<file path="config.mk">
export PLATFORM = sky130hd
export DESIGN_NAME = slsr_link_status
export DESIGN_NICKNAME = d
export VERILOG_FILES = /design/src/rtl/slsr_pkg.sv /design/src/rtl/slsr_wo_bit.sv /design/src/rtl/slsr_link_status.sv
export SDC_FILE = /design/constraint.sdc
export NUM_CORES = 1
export LEC_CHECK = 0
export BUFFER_PORTS_ARGS = -buffer_cell sky130_fd_sc_hd__buf_2
export CAP_MARGIN = 20
export CORE_MARGIN = 2
export CORE_UTILIZATION = 44
export DETAILED_ROUTE_END_ITERATION = 6
export PLACE_DENSITY_LB_ADDON = 0.2
export REMOVE_ABC_BUFFERS = 1
export SYNTH_ARGS = -nofsm -noshare
export SYNTH_HDL_FRONTEND = slang
export SYNTH_SLANG_ARGS = --single-unit
</file>
<file path="constraint.sdc">
create_clock -name clk_in -period 2.4 [get_ports clk_in]
set_clock_uncertainty 0.05 [all_clocks]
set_input_delay 0.12 -clock clk_in [delete_from_list [all_inputs] [get_ports clk_in]]
set_output_delay 0.12 -clock clk_in [all_outputs]
set_load 0.02 [all_outputs]
</file>
<file path="src/rtl/slsr_pkg.sv">
/*
  Constants for the serial link status register block: configuration
  offsets, field positions, reset values and the lane width codes.
  Assumes a single 25 MHz core clock and a 16-bit configuration port.
*/
package slsr_pkg;

  // ==========================================================================
  // Configuration offsets (byte addresses)
  localparam logic [7:0] LINK_CTRL_OFFSET   = 8'h7c;
  localparam logic [7:0] LINK_STATUS_OFFSET = 8'h7e;

  // ==========================================================================
  // Link control field positions
  localparam int RETRAIN_REQUEST_BIT = 5;

  // ==========================================================================
  // Link status field positions
  localparam int SLOT_CLOCK_SHARED_BIT = 12;
  localparam int TRAINING_ACTIVE_BIT   = 11;
  localparam int TRAINING_ERROR_BIT    = 10;
  localparam int WIDTH_LSB             = 4;
  localparam int WIDTH_MSB             = 9;
  localparam int SPEED_LSB             = 0;
  localparam int SPEED_MSB             = 3;

  // ==========================================================================
  // Reset values
  localparam logic       SLOT_CLOCK_SHARED_RESET = 1'b1;
  localparam logic       TRAINING_ERROR_RESET    = 1'b0;
  localparam logic [5:0] WIDTH_RESET             = 6'h04;
  localparam logic [3:0] SPEED_RESET             = 4'h1;

  // ==========================================================================
  // Negotiated width codes, one-hot lane count; WIDTH_NONE is zero
  localparam logic [5:0] WIDTH_X1   = 6'h01;
  localparam logic [5:0] WIDTH_X4   = 6'h04;
  localparam logic [5:0] WIDTH_X8   = 6'h08;
  localparam logic [5:0] WIDTH_X16  = 6'h10;
  localparam logic [5:0] WIDTH_NONE = 6'h00;

  // Only defined speed code, 2.5 Gb/s
  localparam logic [3:0] SPEED_2G5 = 4'h1;

endpackage : slsr_pkg

</file>
<file path="src/rtl/slsr_wo_bit.sv">
/*
  Write-once register bit: takes its reset value, accepts exactly one
  write after reset, then holds. Assumes the write strobe is synchronous
  to clk_in.
*/
`timescale 1ns/10ps
module slsr_wo_bit #(
  parameter logic RESET_VAL = 1'b0
) (
  input  wire logic clk_in,
  input  wire logic sys_rst_in,
  input  wire logic wr_en_in,
  input  wire logic wdata_in,
  output logic      value_out,
  output logic      locked_out
);

  logic value_reg;
  logic value_next;
  logic locked_reg;
  logic locked_next;

  // ==========================================================================
  // Next state: first write lands and locks
  always_comb begin
    value_next  = value_reg;
    locked_next = locked_reg;
    if (wr_en_in && !locked_reg) begin
      value_next  = wdata_in;
      locked_next = 1'b1;
    end
  end

  // Registers
  always_ff @(posedge clk_in) begin
    if (sys_rst_in) begin
      value_reg  <= RESET_VAL;
      locked_reg <= 1'b0;
    end else begin
      value_reg  <= value_next;
      locked_reg <= locked_next;
    end
  end

  assign value_out  = value_reg;
  assign locked_out = locked_reg;

endmodule : slsr_wo_bit

</file>
<file path="src/rtl/slsr_link_status.sv">
/*
  Link status register of one root port, with the retrain request bit of
  the link control register beside it, on the configuration port.
  Assumes the training state machine runs on clk_in and drives the
  training, error and negotiation inputs directly (no synchronisers).
*/
//
// Contract
// Clock shared bit resets 1, writable once
// Clock shared: 1 common, 0 independent
// Firmware clears clock shared when clocks differ
// Training flag: training state or pending retrain
// Training error flag sets on error
// Width field reports negotiated width, resets x4
// Width only one, four, eight, sixteen lanes
// Speed field resets 0001, 2.5 Gb/s
// One-hot width codes, zero if unsupported
// Retrain write starts retraining, reads zero
// Width undefined before training finishes
// Bits 15:13 read zero, ignore writes
`timescale 1ns/10ps
module slsr_link_status #(
  parameter int MAX_LANES = 16
) (
  input  wire logic        clk_in,
  input  wire logic        sys_rst_in,
  input  wire logic [7:0]  cfg_addr_in,
  input  wire logic        cfg_wr_in,
  input  wire logic        cfg_rd_in,
  input  wire logic [1:0]  cfg_be_in,
  input  wire logic [15:0] cfg_wdata_in,
  input  wire logic        ltssm_training_in,
  input  wire logic        training_error_in,
  input  wire logic        training_done_in,
  input  wire logic [5:0]  negotiated_width_in,
  input  wire logic [3:0]  negotiated_speed_in,
  output logic [15:0]      cfg_rdata_out,
  output logic             cfg_rvalid_out,
  output logic             retrain_start_out,
  output logic             slot_clock_shared_out,
  output logic             training_active_out
);

  // ==========================================================================
  // Width code filter
  function automatic logic width_legal(input logic [5:0] code);
    logic ok;
    ok = 1'b0;
    case (code)
      slsr_pkg::WIDTH_X1:  ok = (MAX_LANES >= 1);
      slsr_pkg::WIDTH_X4:  ok = (MAX_LANES >= 4);
      slsr_pkg::WIDTH_X8:  ok = (MAX_LANES >= 8);
      slsr_pkg::WIDTH_X16: ok = (MAX_LANES >= 16);
      default:             ok = 1'b0;
    endcase
    return ok;
  endfunction : width_legal

  // Address match for a 16-bit configuration word
  function automatic logic hit(input logic [7:0] addr, input logic [7:0] offset);
    return addr == offset;
  endfunction : hit

  // ==========================================================================
  // Access decode
  logic ctrl_wr;
  logic status_wr;
  logic retrain_wr;
  logic shared_wr;

  assign ctrl_wr    = cfg_wr_in && hit(cfg_addr_in, slsr_pkg::LINK_CTRL_OFFSET);
  assign status_wr  = cfg_wr_in && hit(cfg_addr_in, slsr_pkg::LINK_STATUS_OFFSET);
  // Low byte lane carries the retrain bit
  assign retrain_wr = ctrl_wr && cfg_be_in[0]
                      && cfg_wdata_in[slsr_pkg::RETRAIN_REQUEST_BIT];
  // High byte lane carries the clock shared bit; bits above it are dropped
  assign shared_wr  = status_wr && cfg_be_in[1];

  // ==========================================================================
  // Write-once clock shared bit
  logic shared_val;

  slsr_wo_bit #(
    .RESET_VAL (slsr_pkg::SLOT_CLOCK_SHARED_RESET)
  ) u_shared_bit (
    .clk_in     (clk_in),
    .sys_rst_in (sys_rst_in),
    .wr_en_in   (shared_wr),
    .wdata_in   (cfg_wdata_in[slsr_pkg::SLOT_CLOCK_SHARED_BIT]),
    .value_out  (shared_val),
    .locked_out ()
  );

  // ==========================================================================
  // Training status state
  logic       pending_reg;
  logic       pending_next;
  logic       active_reg;
  logic       active_next;
  logic       error_reg;
  logic       error_next;
  logic [5:0] width_reg;
  logic [5:0] width_next;
  logic [3:0] speed_reg;
  logic [3:0] speed_next;
  logic       retrain_reg;
  logic       retrain_next;
  logic       shared_reg;

  // Next values of training status
  always_comb begin
    pending_next = pending_reg;
    error_next   = error_reg;
    width_next   = width_reg;
    speed_next   = speed_reg;
    retrain_next = retrain_wr;
    // Pending ends once the state machine enters training
    if (ltssm_training_in) begin
      pending_next = 1'b0;
    end else if (retrain_wr) begin
      pending_next = 1'b1;
    end
    active_next = ltssm_training_in || pending_next;
    // Sticky error, cleared only by reset
    if (training_error_in) begin
      error_next = 1'b1;
    end
    // Capture only legal negotiated values
    if (training_done_in) begin
      if (width_legal(negotiated_width_in)) begin
        width_next = negotiated_width_in;
      end else begin
        width_next = slsr_pkg::WIDTH_NONE;
      end
      if (negotiated_speed_in == slsr_pkg::SPEED_2G5) begin
        speed_next = negotiated_speed_in;
      end
    end
  end

  always_ff @(posedge clk_in) begin
    if (sys_rst_in) begin
      pending_reg <= 1'b0;
      active_reg  <= 1'b0;
      error_reg   <= slsr_pkg::TRAINING_ERROR_RESET;
      width_reg   <= slsr_pkg::WIDTH_RESET;
      speed_reg   <= slsr_pkg::SPEED_RESET;
      retrain_reg <= 1'b0;
      shared_reg  <= slsr_pkg::SLOT_CLOCK_SHARED_RESET;
    end else begin
      pending_reg <= pending_next;
      active_reg  <= active_next;
      error_reg   <= error_next;
      width_reg   <= width_next;
      speed_reg   <= speed_next;
      retrain_reg <= retrain_next;
      shared_reg  <= shared_val;
    end
  end

  // ==========================================================================
  // Read path
  logic [15:0] status_word;
  logic [15:0] rdata_reg;
  logic [15:0] rdata_next;
  logic        rvalid_reg;
  logic        rvalid_next;

  // Assembled status word; top three bits stay zero
  always_comb begin
    status_word = 16'h0000;
    status_word[slsr_pkg::SLOT_CLOCK_SHARED_BIT] = shared_val;
    status_word[slsr_pkg::TRAINING_ACTIVE_BIT]   = active_next;
    status_word[slsr_pkg::TRAINING_ERROR_BIT]    = error_reg;
    status_word[slsr_pkg::WIDTH_MSB:slsr_pkg::WIDTH_LSB] = width_reg;
    status_word[slsr_pkg::SPEED_MSB:slsr_pkg::SPEED_LSB] = speed_reg;
  end

  // Read data: status word, zero for control (retrain reads 0) and elsewhere
  always_comb begin
    rdata_next  = 16'h0000;
    rvalid_next = cfg_rd_in;
    if (cfg_rd_in && hit(cfg_addr_in, slsr_pkg::LINK_STATUS_OFFSET)) begin
      rdata_next = status_word;
    end
  end

  always_ff @(posedge clk_in) begin
    if (sys_rst_in) begin
      rdata_reg  <= 16'h0000;
      rvalid_reg <= 1'b0;
    end else begin
      rdata_reg  <= rdata_next;
      rvalid_reg <= rvalid_next;
    end
  end

  // ==========================================================================
  // Outputs straight from flops
  assign cfg_rdata_out         = rdata_reg;
  assign cfg_rvalid_out        = rvalid_reg;
  assign retrain_start_out     = retrain_reg;
  assign slot_clock_shared_out = shared_reg;
  assign training_active_out   = active_reg;

endmodule : slsr_link_status

</file>
Word level (Yosys, flattened, before mapping)
Index checks and enable logic that the tools add are counted.
{"block": "word_totals", "ff_bits": 34, "in_bits": 43, "out_inout_bits": 20, "elab_cells": 37}
{"block": "classes", "eq_ne": 7, "n_mux": 5, "n_bitwise": 1, "n_reduce_logical": 12}
{"operator": "== test 8 x 7 -> 1 bit, second input constant", "n": 2}
{"operator": "logical AND 1 bit", "n": 7}
{"operator": "== test 6 x 1 -> 1 bit, second input constant", "n": 1}
{"operator": "== test 6 x 3 -> 1 bit, second input constant", "n": 1}
{"operator": "== test 6 x 4 -> 1 bit, second input constant", "n": 1}
{"operator": "== test 6 x 5 -> 1 bit, second input constant", "n": 1}
{"operator": "two-way mux 6 bit", "n": 1}
{"operator": "== test 4 x 1 -> 1 bit, second input constant", "n": 1}
{"operator": "two-way mux 1 bit", "n": 4}
{"operator": "OR reduction 4 bit", "n": 1}
{"operator": "AND reduction 2 bit", "n": 1}
{"operator": "OR reduction 2 bit", "n": 1}
{"operator": "logical NOT 1 bit", "n": 1}
{"operator": "logical OR 1 bit", "n": 1}
{"operator": "inverter 1 bit", "n": 1}

Logic depth before layout (Yosys ltp)
{"block": "depth", "ltp_word": 7, "ltp_mapped": 4}

Cells and area by module
Synthesis repeated with hierarchy kept, for this count alone.
{"block": "hier_totals", "hier_cells": 97, "area_unflattened_um2": 1072.3}
{"mod": "slsr_link_status", "instances": 1, "cells_each": 89, "area_per_inst_um2": 993.5, "seq_area_each_um2": 580.6}
{"mod": "slsr_wo_bit", "instances": 1, "cells_each": 8, "area_per_inst_um2": 78.8, "seq_area_each_um2": 40.0}

Worst setup path before layout
No wires, ideal clock.
{"block": "synth_path", "path_kind": "input -> register", "startpoint": "in cfg_addr_in[7]", "endpoint": "reg pending_reg", "setup_ns": 0.079, "arrival_time_ns": 1.021, "required_time_ns": 2.271, "slack_ns": 1.250, "stages": 3, "path_buffers": 0, "cell_sequence": "nand4b_4 -> or4_4 -> a211oi_2"}
{"block": "synth_via", "elab_chain_len": 6}
{"element": "from (decl)", "line": "slsr_link_status.sv:27", "text": "input wire logic [7:0] cfg_addr_in,"}
{"element": "== test 8 x 7 -> 1 bit", "line": "slsr_link_status.sv:61", "text": "return addr == offset;"}
{"element": "logical AND 1 bit", "line": "slsr_link_status.sv:71", "text": "assign ctrl_wr = cfg_wr_in && hit(cfg_addr_in, slsr_pkg::LINK_CTRL_OFFSET);"}
{"element": "logical AND 1 bit", "line": "slsr_link_status.sv:74", "text": "assign retrain_wr = ctrl_wr && cfg_be_in[0]"}
{"element": "logical AND 1 bit", "line": "slsr_link_status.sv:75", "text": "&& cfg_wdata_in[slsr_pkg::RETRAIN_REQUEST_BIT];"}
{"element": "two-way mux 1 bit", "line": "slsr_link_status.sv:120", "text": "end else if (retrain_wr) begin"}
{"element": "two-way mux 1 bit", "line": "slsr_link_status.sv:118", "text": "if (ltssm_training_in) begin"}
{"element": "to (signal assigned)", "line": "slsr_link_status.sv:151", "text": "pending_reg <= pending_next;"}
{"element": "to (decl)", "line": "slsr_link_status.sv:96", "text": "logic pending_reg;"}
No other way between the ends.
A chain may end at the register's enable or synchronous reset.

Final worst setup path
{"block": "layout_path", "startpoint": "in cfg_rd_in", "endpoint": "reg rdata_reg[11] (netlist: cfg_rdata_out[11])"}
{"block": "layout_via", "elab_chain_len": 3}
{"element": "from (decl)", "line": "slsr_link_status.sv:29", "text": "input wire logic cfg_rd_in,"}
{"element": "logical AND 1 bit", "line": "slsr_link_status.sv:183", "text": "if (cfg_rd_in && hit(cfg_addr_in, slsr_pkg::LINK_STATUS_OFFSET)) begin"}
{"element": "inverter 1 bit (no line)"}
{"element": "OR reduction 2 bit (no line)"}
{"element": "to (signal assigned)", "line": "slsr_link_status.sv:193", "text": "rdata_reg <= rdata_next;"}
{"element": "to (decl)", "line": "slsr_link_status.sv:164", "text": "logic [15:0] rdata_reg;"}
No other way between the ends.

==> impl_summary.txt <==
----------------------------------------------------
[Critical path]
  Launch point of the critical path ... cfg_rd_in
  Family of cells with the greatest summed delay on the critical path ... buffers and inverters
  Cell-by-cell listing of the critical path ... dlygate4sd3_1, buf_2, nand4b_1, nor4b_2, buf_4, a21boi_0
  Depth of the worst register-to-register path ... 2
  Startpoint of the lowest-slack register-to-register path ... u_shared_bit.locked_out$_SDFFE_PP0P_
  Slowest cell on crit path ... sky130_fd_sc_hd__dlygate4sd3_1
  Highest net fanout along the worst path ... 10
  Required time reported for the critical path endpoint ... 2.60 ns
  Endpoint type of the worst setup path ... flip-flop
  Critical path's largest stage delay ... about 0.52 ns
  Arrival time of data at the critical path endpoint ... 1.57 ns
  Setup CP Type ... input port to flip-flop
  Type of origin of the critical path ... input port
  Stages on the worst setup path ... 6
  CP Buf/Inv Count ... 3

[CTS]
  Maximum level of the CTS H-tree ... 2
  Number of CTS-inserted buffers ... 5
  Number of gates resized after cts ... 0
  Worst skew pair latency ... 0.32 ns
  Post-CTS clock slew at the launch and capture registers of the worst setup and hold paths ... 0.09 ns
  Total of hold buffers inserted after clock tree synthesis ... 4
  Number of post-CTS setup repair buffers ... 0
  Clock tree root driver cell ... sky130_fd_sc_hd__clkbuf_4
  Clock net sink count ... 31
  Deepest clock path buffer count ... 2
  TritonCTS clock tree ... done

[Global routing]
  Number of antenna violations at the first check in global routing ... 0
  Largest net degree at the start of global routing ... 17
  GR Util All Layers ... 17.0%
  First-pass GRT wire length ... 3.30 mm
  GRT overflow ... 0
  Vias in the first global route ... 843

[Place]
  Number of buffers inserted by port buffering ... 45
  HPWL reported at the end of detailed placement ... 1.46 mm
  Last weighted congestion value of the routability-driven placer ... 0.769

[Floorplan]
  Die area ... 2770 µm²
  IO Count ... 63
  Overall die width ... 52.7 µm
  Number of rows created at floorplan ... 17
  Initial Util ... 46.7%
  Core footprint ... 2230 µm²
  Die Span Y ... between 50 and 60 µm

[Timing]
  Final hold violations ... 0
  Minimum clock period after layout ... 1.37 ns
  Final max-slew violation count ... 0
  RSZ-0062 raised after global routing ... no
  Total setup violations reported at the end of the flow ... 0
  Share of the cycle needed by the critical path after routing ... 57.0%
  Final Hold Slack ... 0.0308 ns
  Fin Setup TNS ... 0 ns
  Highest attainable clock frequency ... about 0.73 GHz

[Logic synthesis]
  Post-Syn Area per Cell ... roughly 11 µm²
  Biggest area consumer among synthesized cells ... sky130_fd_sc_hd__dfxtp_1
  Library cells used by synthesis ... 24
  Count of warnings emitted by yosys ... 0
  Leading cell types by total area after synthesis ... sky130_fd_sc_hd__dfxtp_1, sky130_fd_sc_hd__and2_1, sky130_fd_sc_hd__nand4b_1
  Fraction of post-synthesis cell area in the top cell type by area ... 59.5%
  Number of register bits inferred by synthesis ... 31
  Post-Synthesis Cells ... 95
  Seq/Total Area, Yosys ... between 50 and 60%
  Post-Synthesis Cell Area ... 1040 µm²

[Cells and area]
  Fillcell total ... 208
  Largest register FFs ... 13
  Area growth from synthesis to layout ... 33.9%
  Storage cell area ... 621 µm²
  Diode insertion count for antenna repair ... 0
  Net count of the finished layout ... between 150 and 200
  Multi-input combinational cell area ... 387 µm²
  Share of post-route cells with drive strength above 1 ... 39.3%

[Pwr]
  Post-layout power ... 0.915 mW
  Static leakage ... between 0.6 and 0.7 nW
  Maximum vdd ir drop ... 556 µV
  Power density over cell area ... 656 nW/µm²

[Min path]
  Launch point of the worst hold path ... cfg_wdata_in[12]
  Hold Path Cell Cnt ... 3
  Min-delay worst type ... input port to flip-flop

[Outcome]
  Outcome ... finished, final reports clean

[Drt]
  Antenna violation net count after detailed routing ... 0
  Remaining routing DRC violations ... 0
  Total via count in the routed design ... 833
  Wire length per cell after detailed routing ... 10.7 µm
  Iteration-0 DRC Markers ... 3
  Vias per Instance ... 4.68
  Final routed wirelength across all metal layers ... 1.91 mm
  Number of detailed-route iterations in the first pass ... 3

[Job]
  Max Cap Viol ... 0

----------------------------------------------------
[metrics by stage]
step           std cells  utilization (%)  setup WS (ns)  area (µm²)
3_5_place_dp         166             57.6          0.963        1290
5_1_grt              178             62.5          0.929        1400
2_1_floorplan         92                -           1.25        1020
4_1_cts              178             62.5          0.996        1400
6_report             178             62.5           1.03        1400
3_3_place_gp         166             57.6          0.965        1290
[tightest hold or removal path, stage by stage]
cell                      delay (ns)
sky130_fd_sc_hd__buf_2          0.08
sky130_fd_sc_hd__nor2_1         0.04
sky130_fd_sc_hd__mux2i_1        0.13
[metal layers]
metal / track usage [%] / vias up / part of all wire [%]
met5: 0 / - / 0
met4: 9.83 / 0 / 2.7
met3: 9.14 / 8 / 7.4
met2: 30.0 / 30 / 53
met1: 15.1 / 375 / 37
li1: - / 420 / -
[final cells by class]
type | instances | share of cell area [%]
clock buffers | 8 | 4.93
inverters | 3 | 0.807
repair buffers | 50 | 19.6
flip-flops and latches | 31 | 44.5
well taps | 28 | 2.51
multi-input cells | 58 | 27.7
[cell families (layout without fill, tap and decap cells)]
logic type,after synthesis,after routing,synth area share (%)
simple gates,45,45,29.3
flops,31,31,59.5
compound gates,9,9,5.76
buf+inv,8,61,4.08
other cells,1,3,0.360
mux,1,1,0.960
[cell usage after synthesis (all sizes together)]
cell type and count:
a211oi 1, buf 3, nor2 8, inv 3
clkbuf 2, nor4b 2, nor2b 1, o21ba 1
conb 1, or4 1, dfxtp 31, and2 15
nand2 6, a21oi 6, nand4b 7, nor3b 3
nand2b 1, a21boi 1, nor4 1, mux2i 1
[cell usage in the layout (no fill, tap or decap), drive strengths merged]
| cell type | n |
|---|---|
| nand2b | 1 |
| inv | 3 |
| clkbuf | 8 |
| nand2 | 6 |
| and2 | 15 |
| buf | 46 |
| nor4b | 2 |
| nand4b | 7 |
| o21ba | 1 |
| dfxtp | 31 |
| conb | 3 |
| a21oi | 6 |
| nor4 | 1 |
| nor2b | 1 |
| or4 | 1 |
| a211oi | 1 |
| nor3b | 3 |
| nor2 | 8 |
| a21boi | 1 |
| mux2i | 1 |
| dlygate4sd3 | 4 |
[power breakdown]
part / switching, mW / internal, mW / total (mW)
sequential: 0.00142 / 0.518 / 0.520
clock: 0.161 / 0.172 / 0.334
combinational: 0.0308 / 0.0303 / 0.0611
total: 0.194 / 0.721 / 0.915
[worst paths after layout]
check	to	slack, ns
worst max-delay path	cfg_rdata_out[11]$_SDFF_PP0_	1.03
worst min-delay path	u_shared_bit.value_out$_SDFFE_PP1P_	0.03
worst max register to register	u_shared_bit.value_out$_SDFFE_PP1P_	1.27
worst min register to register	slot_clock_shared_out$_SDFF_PP1_	0.39
No activity file was read; power rests on OpenSTA's default activity.
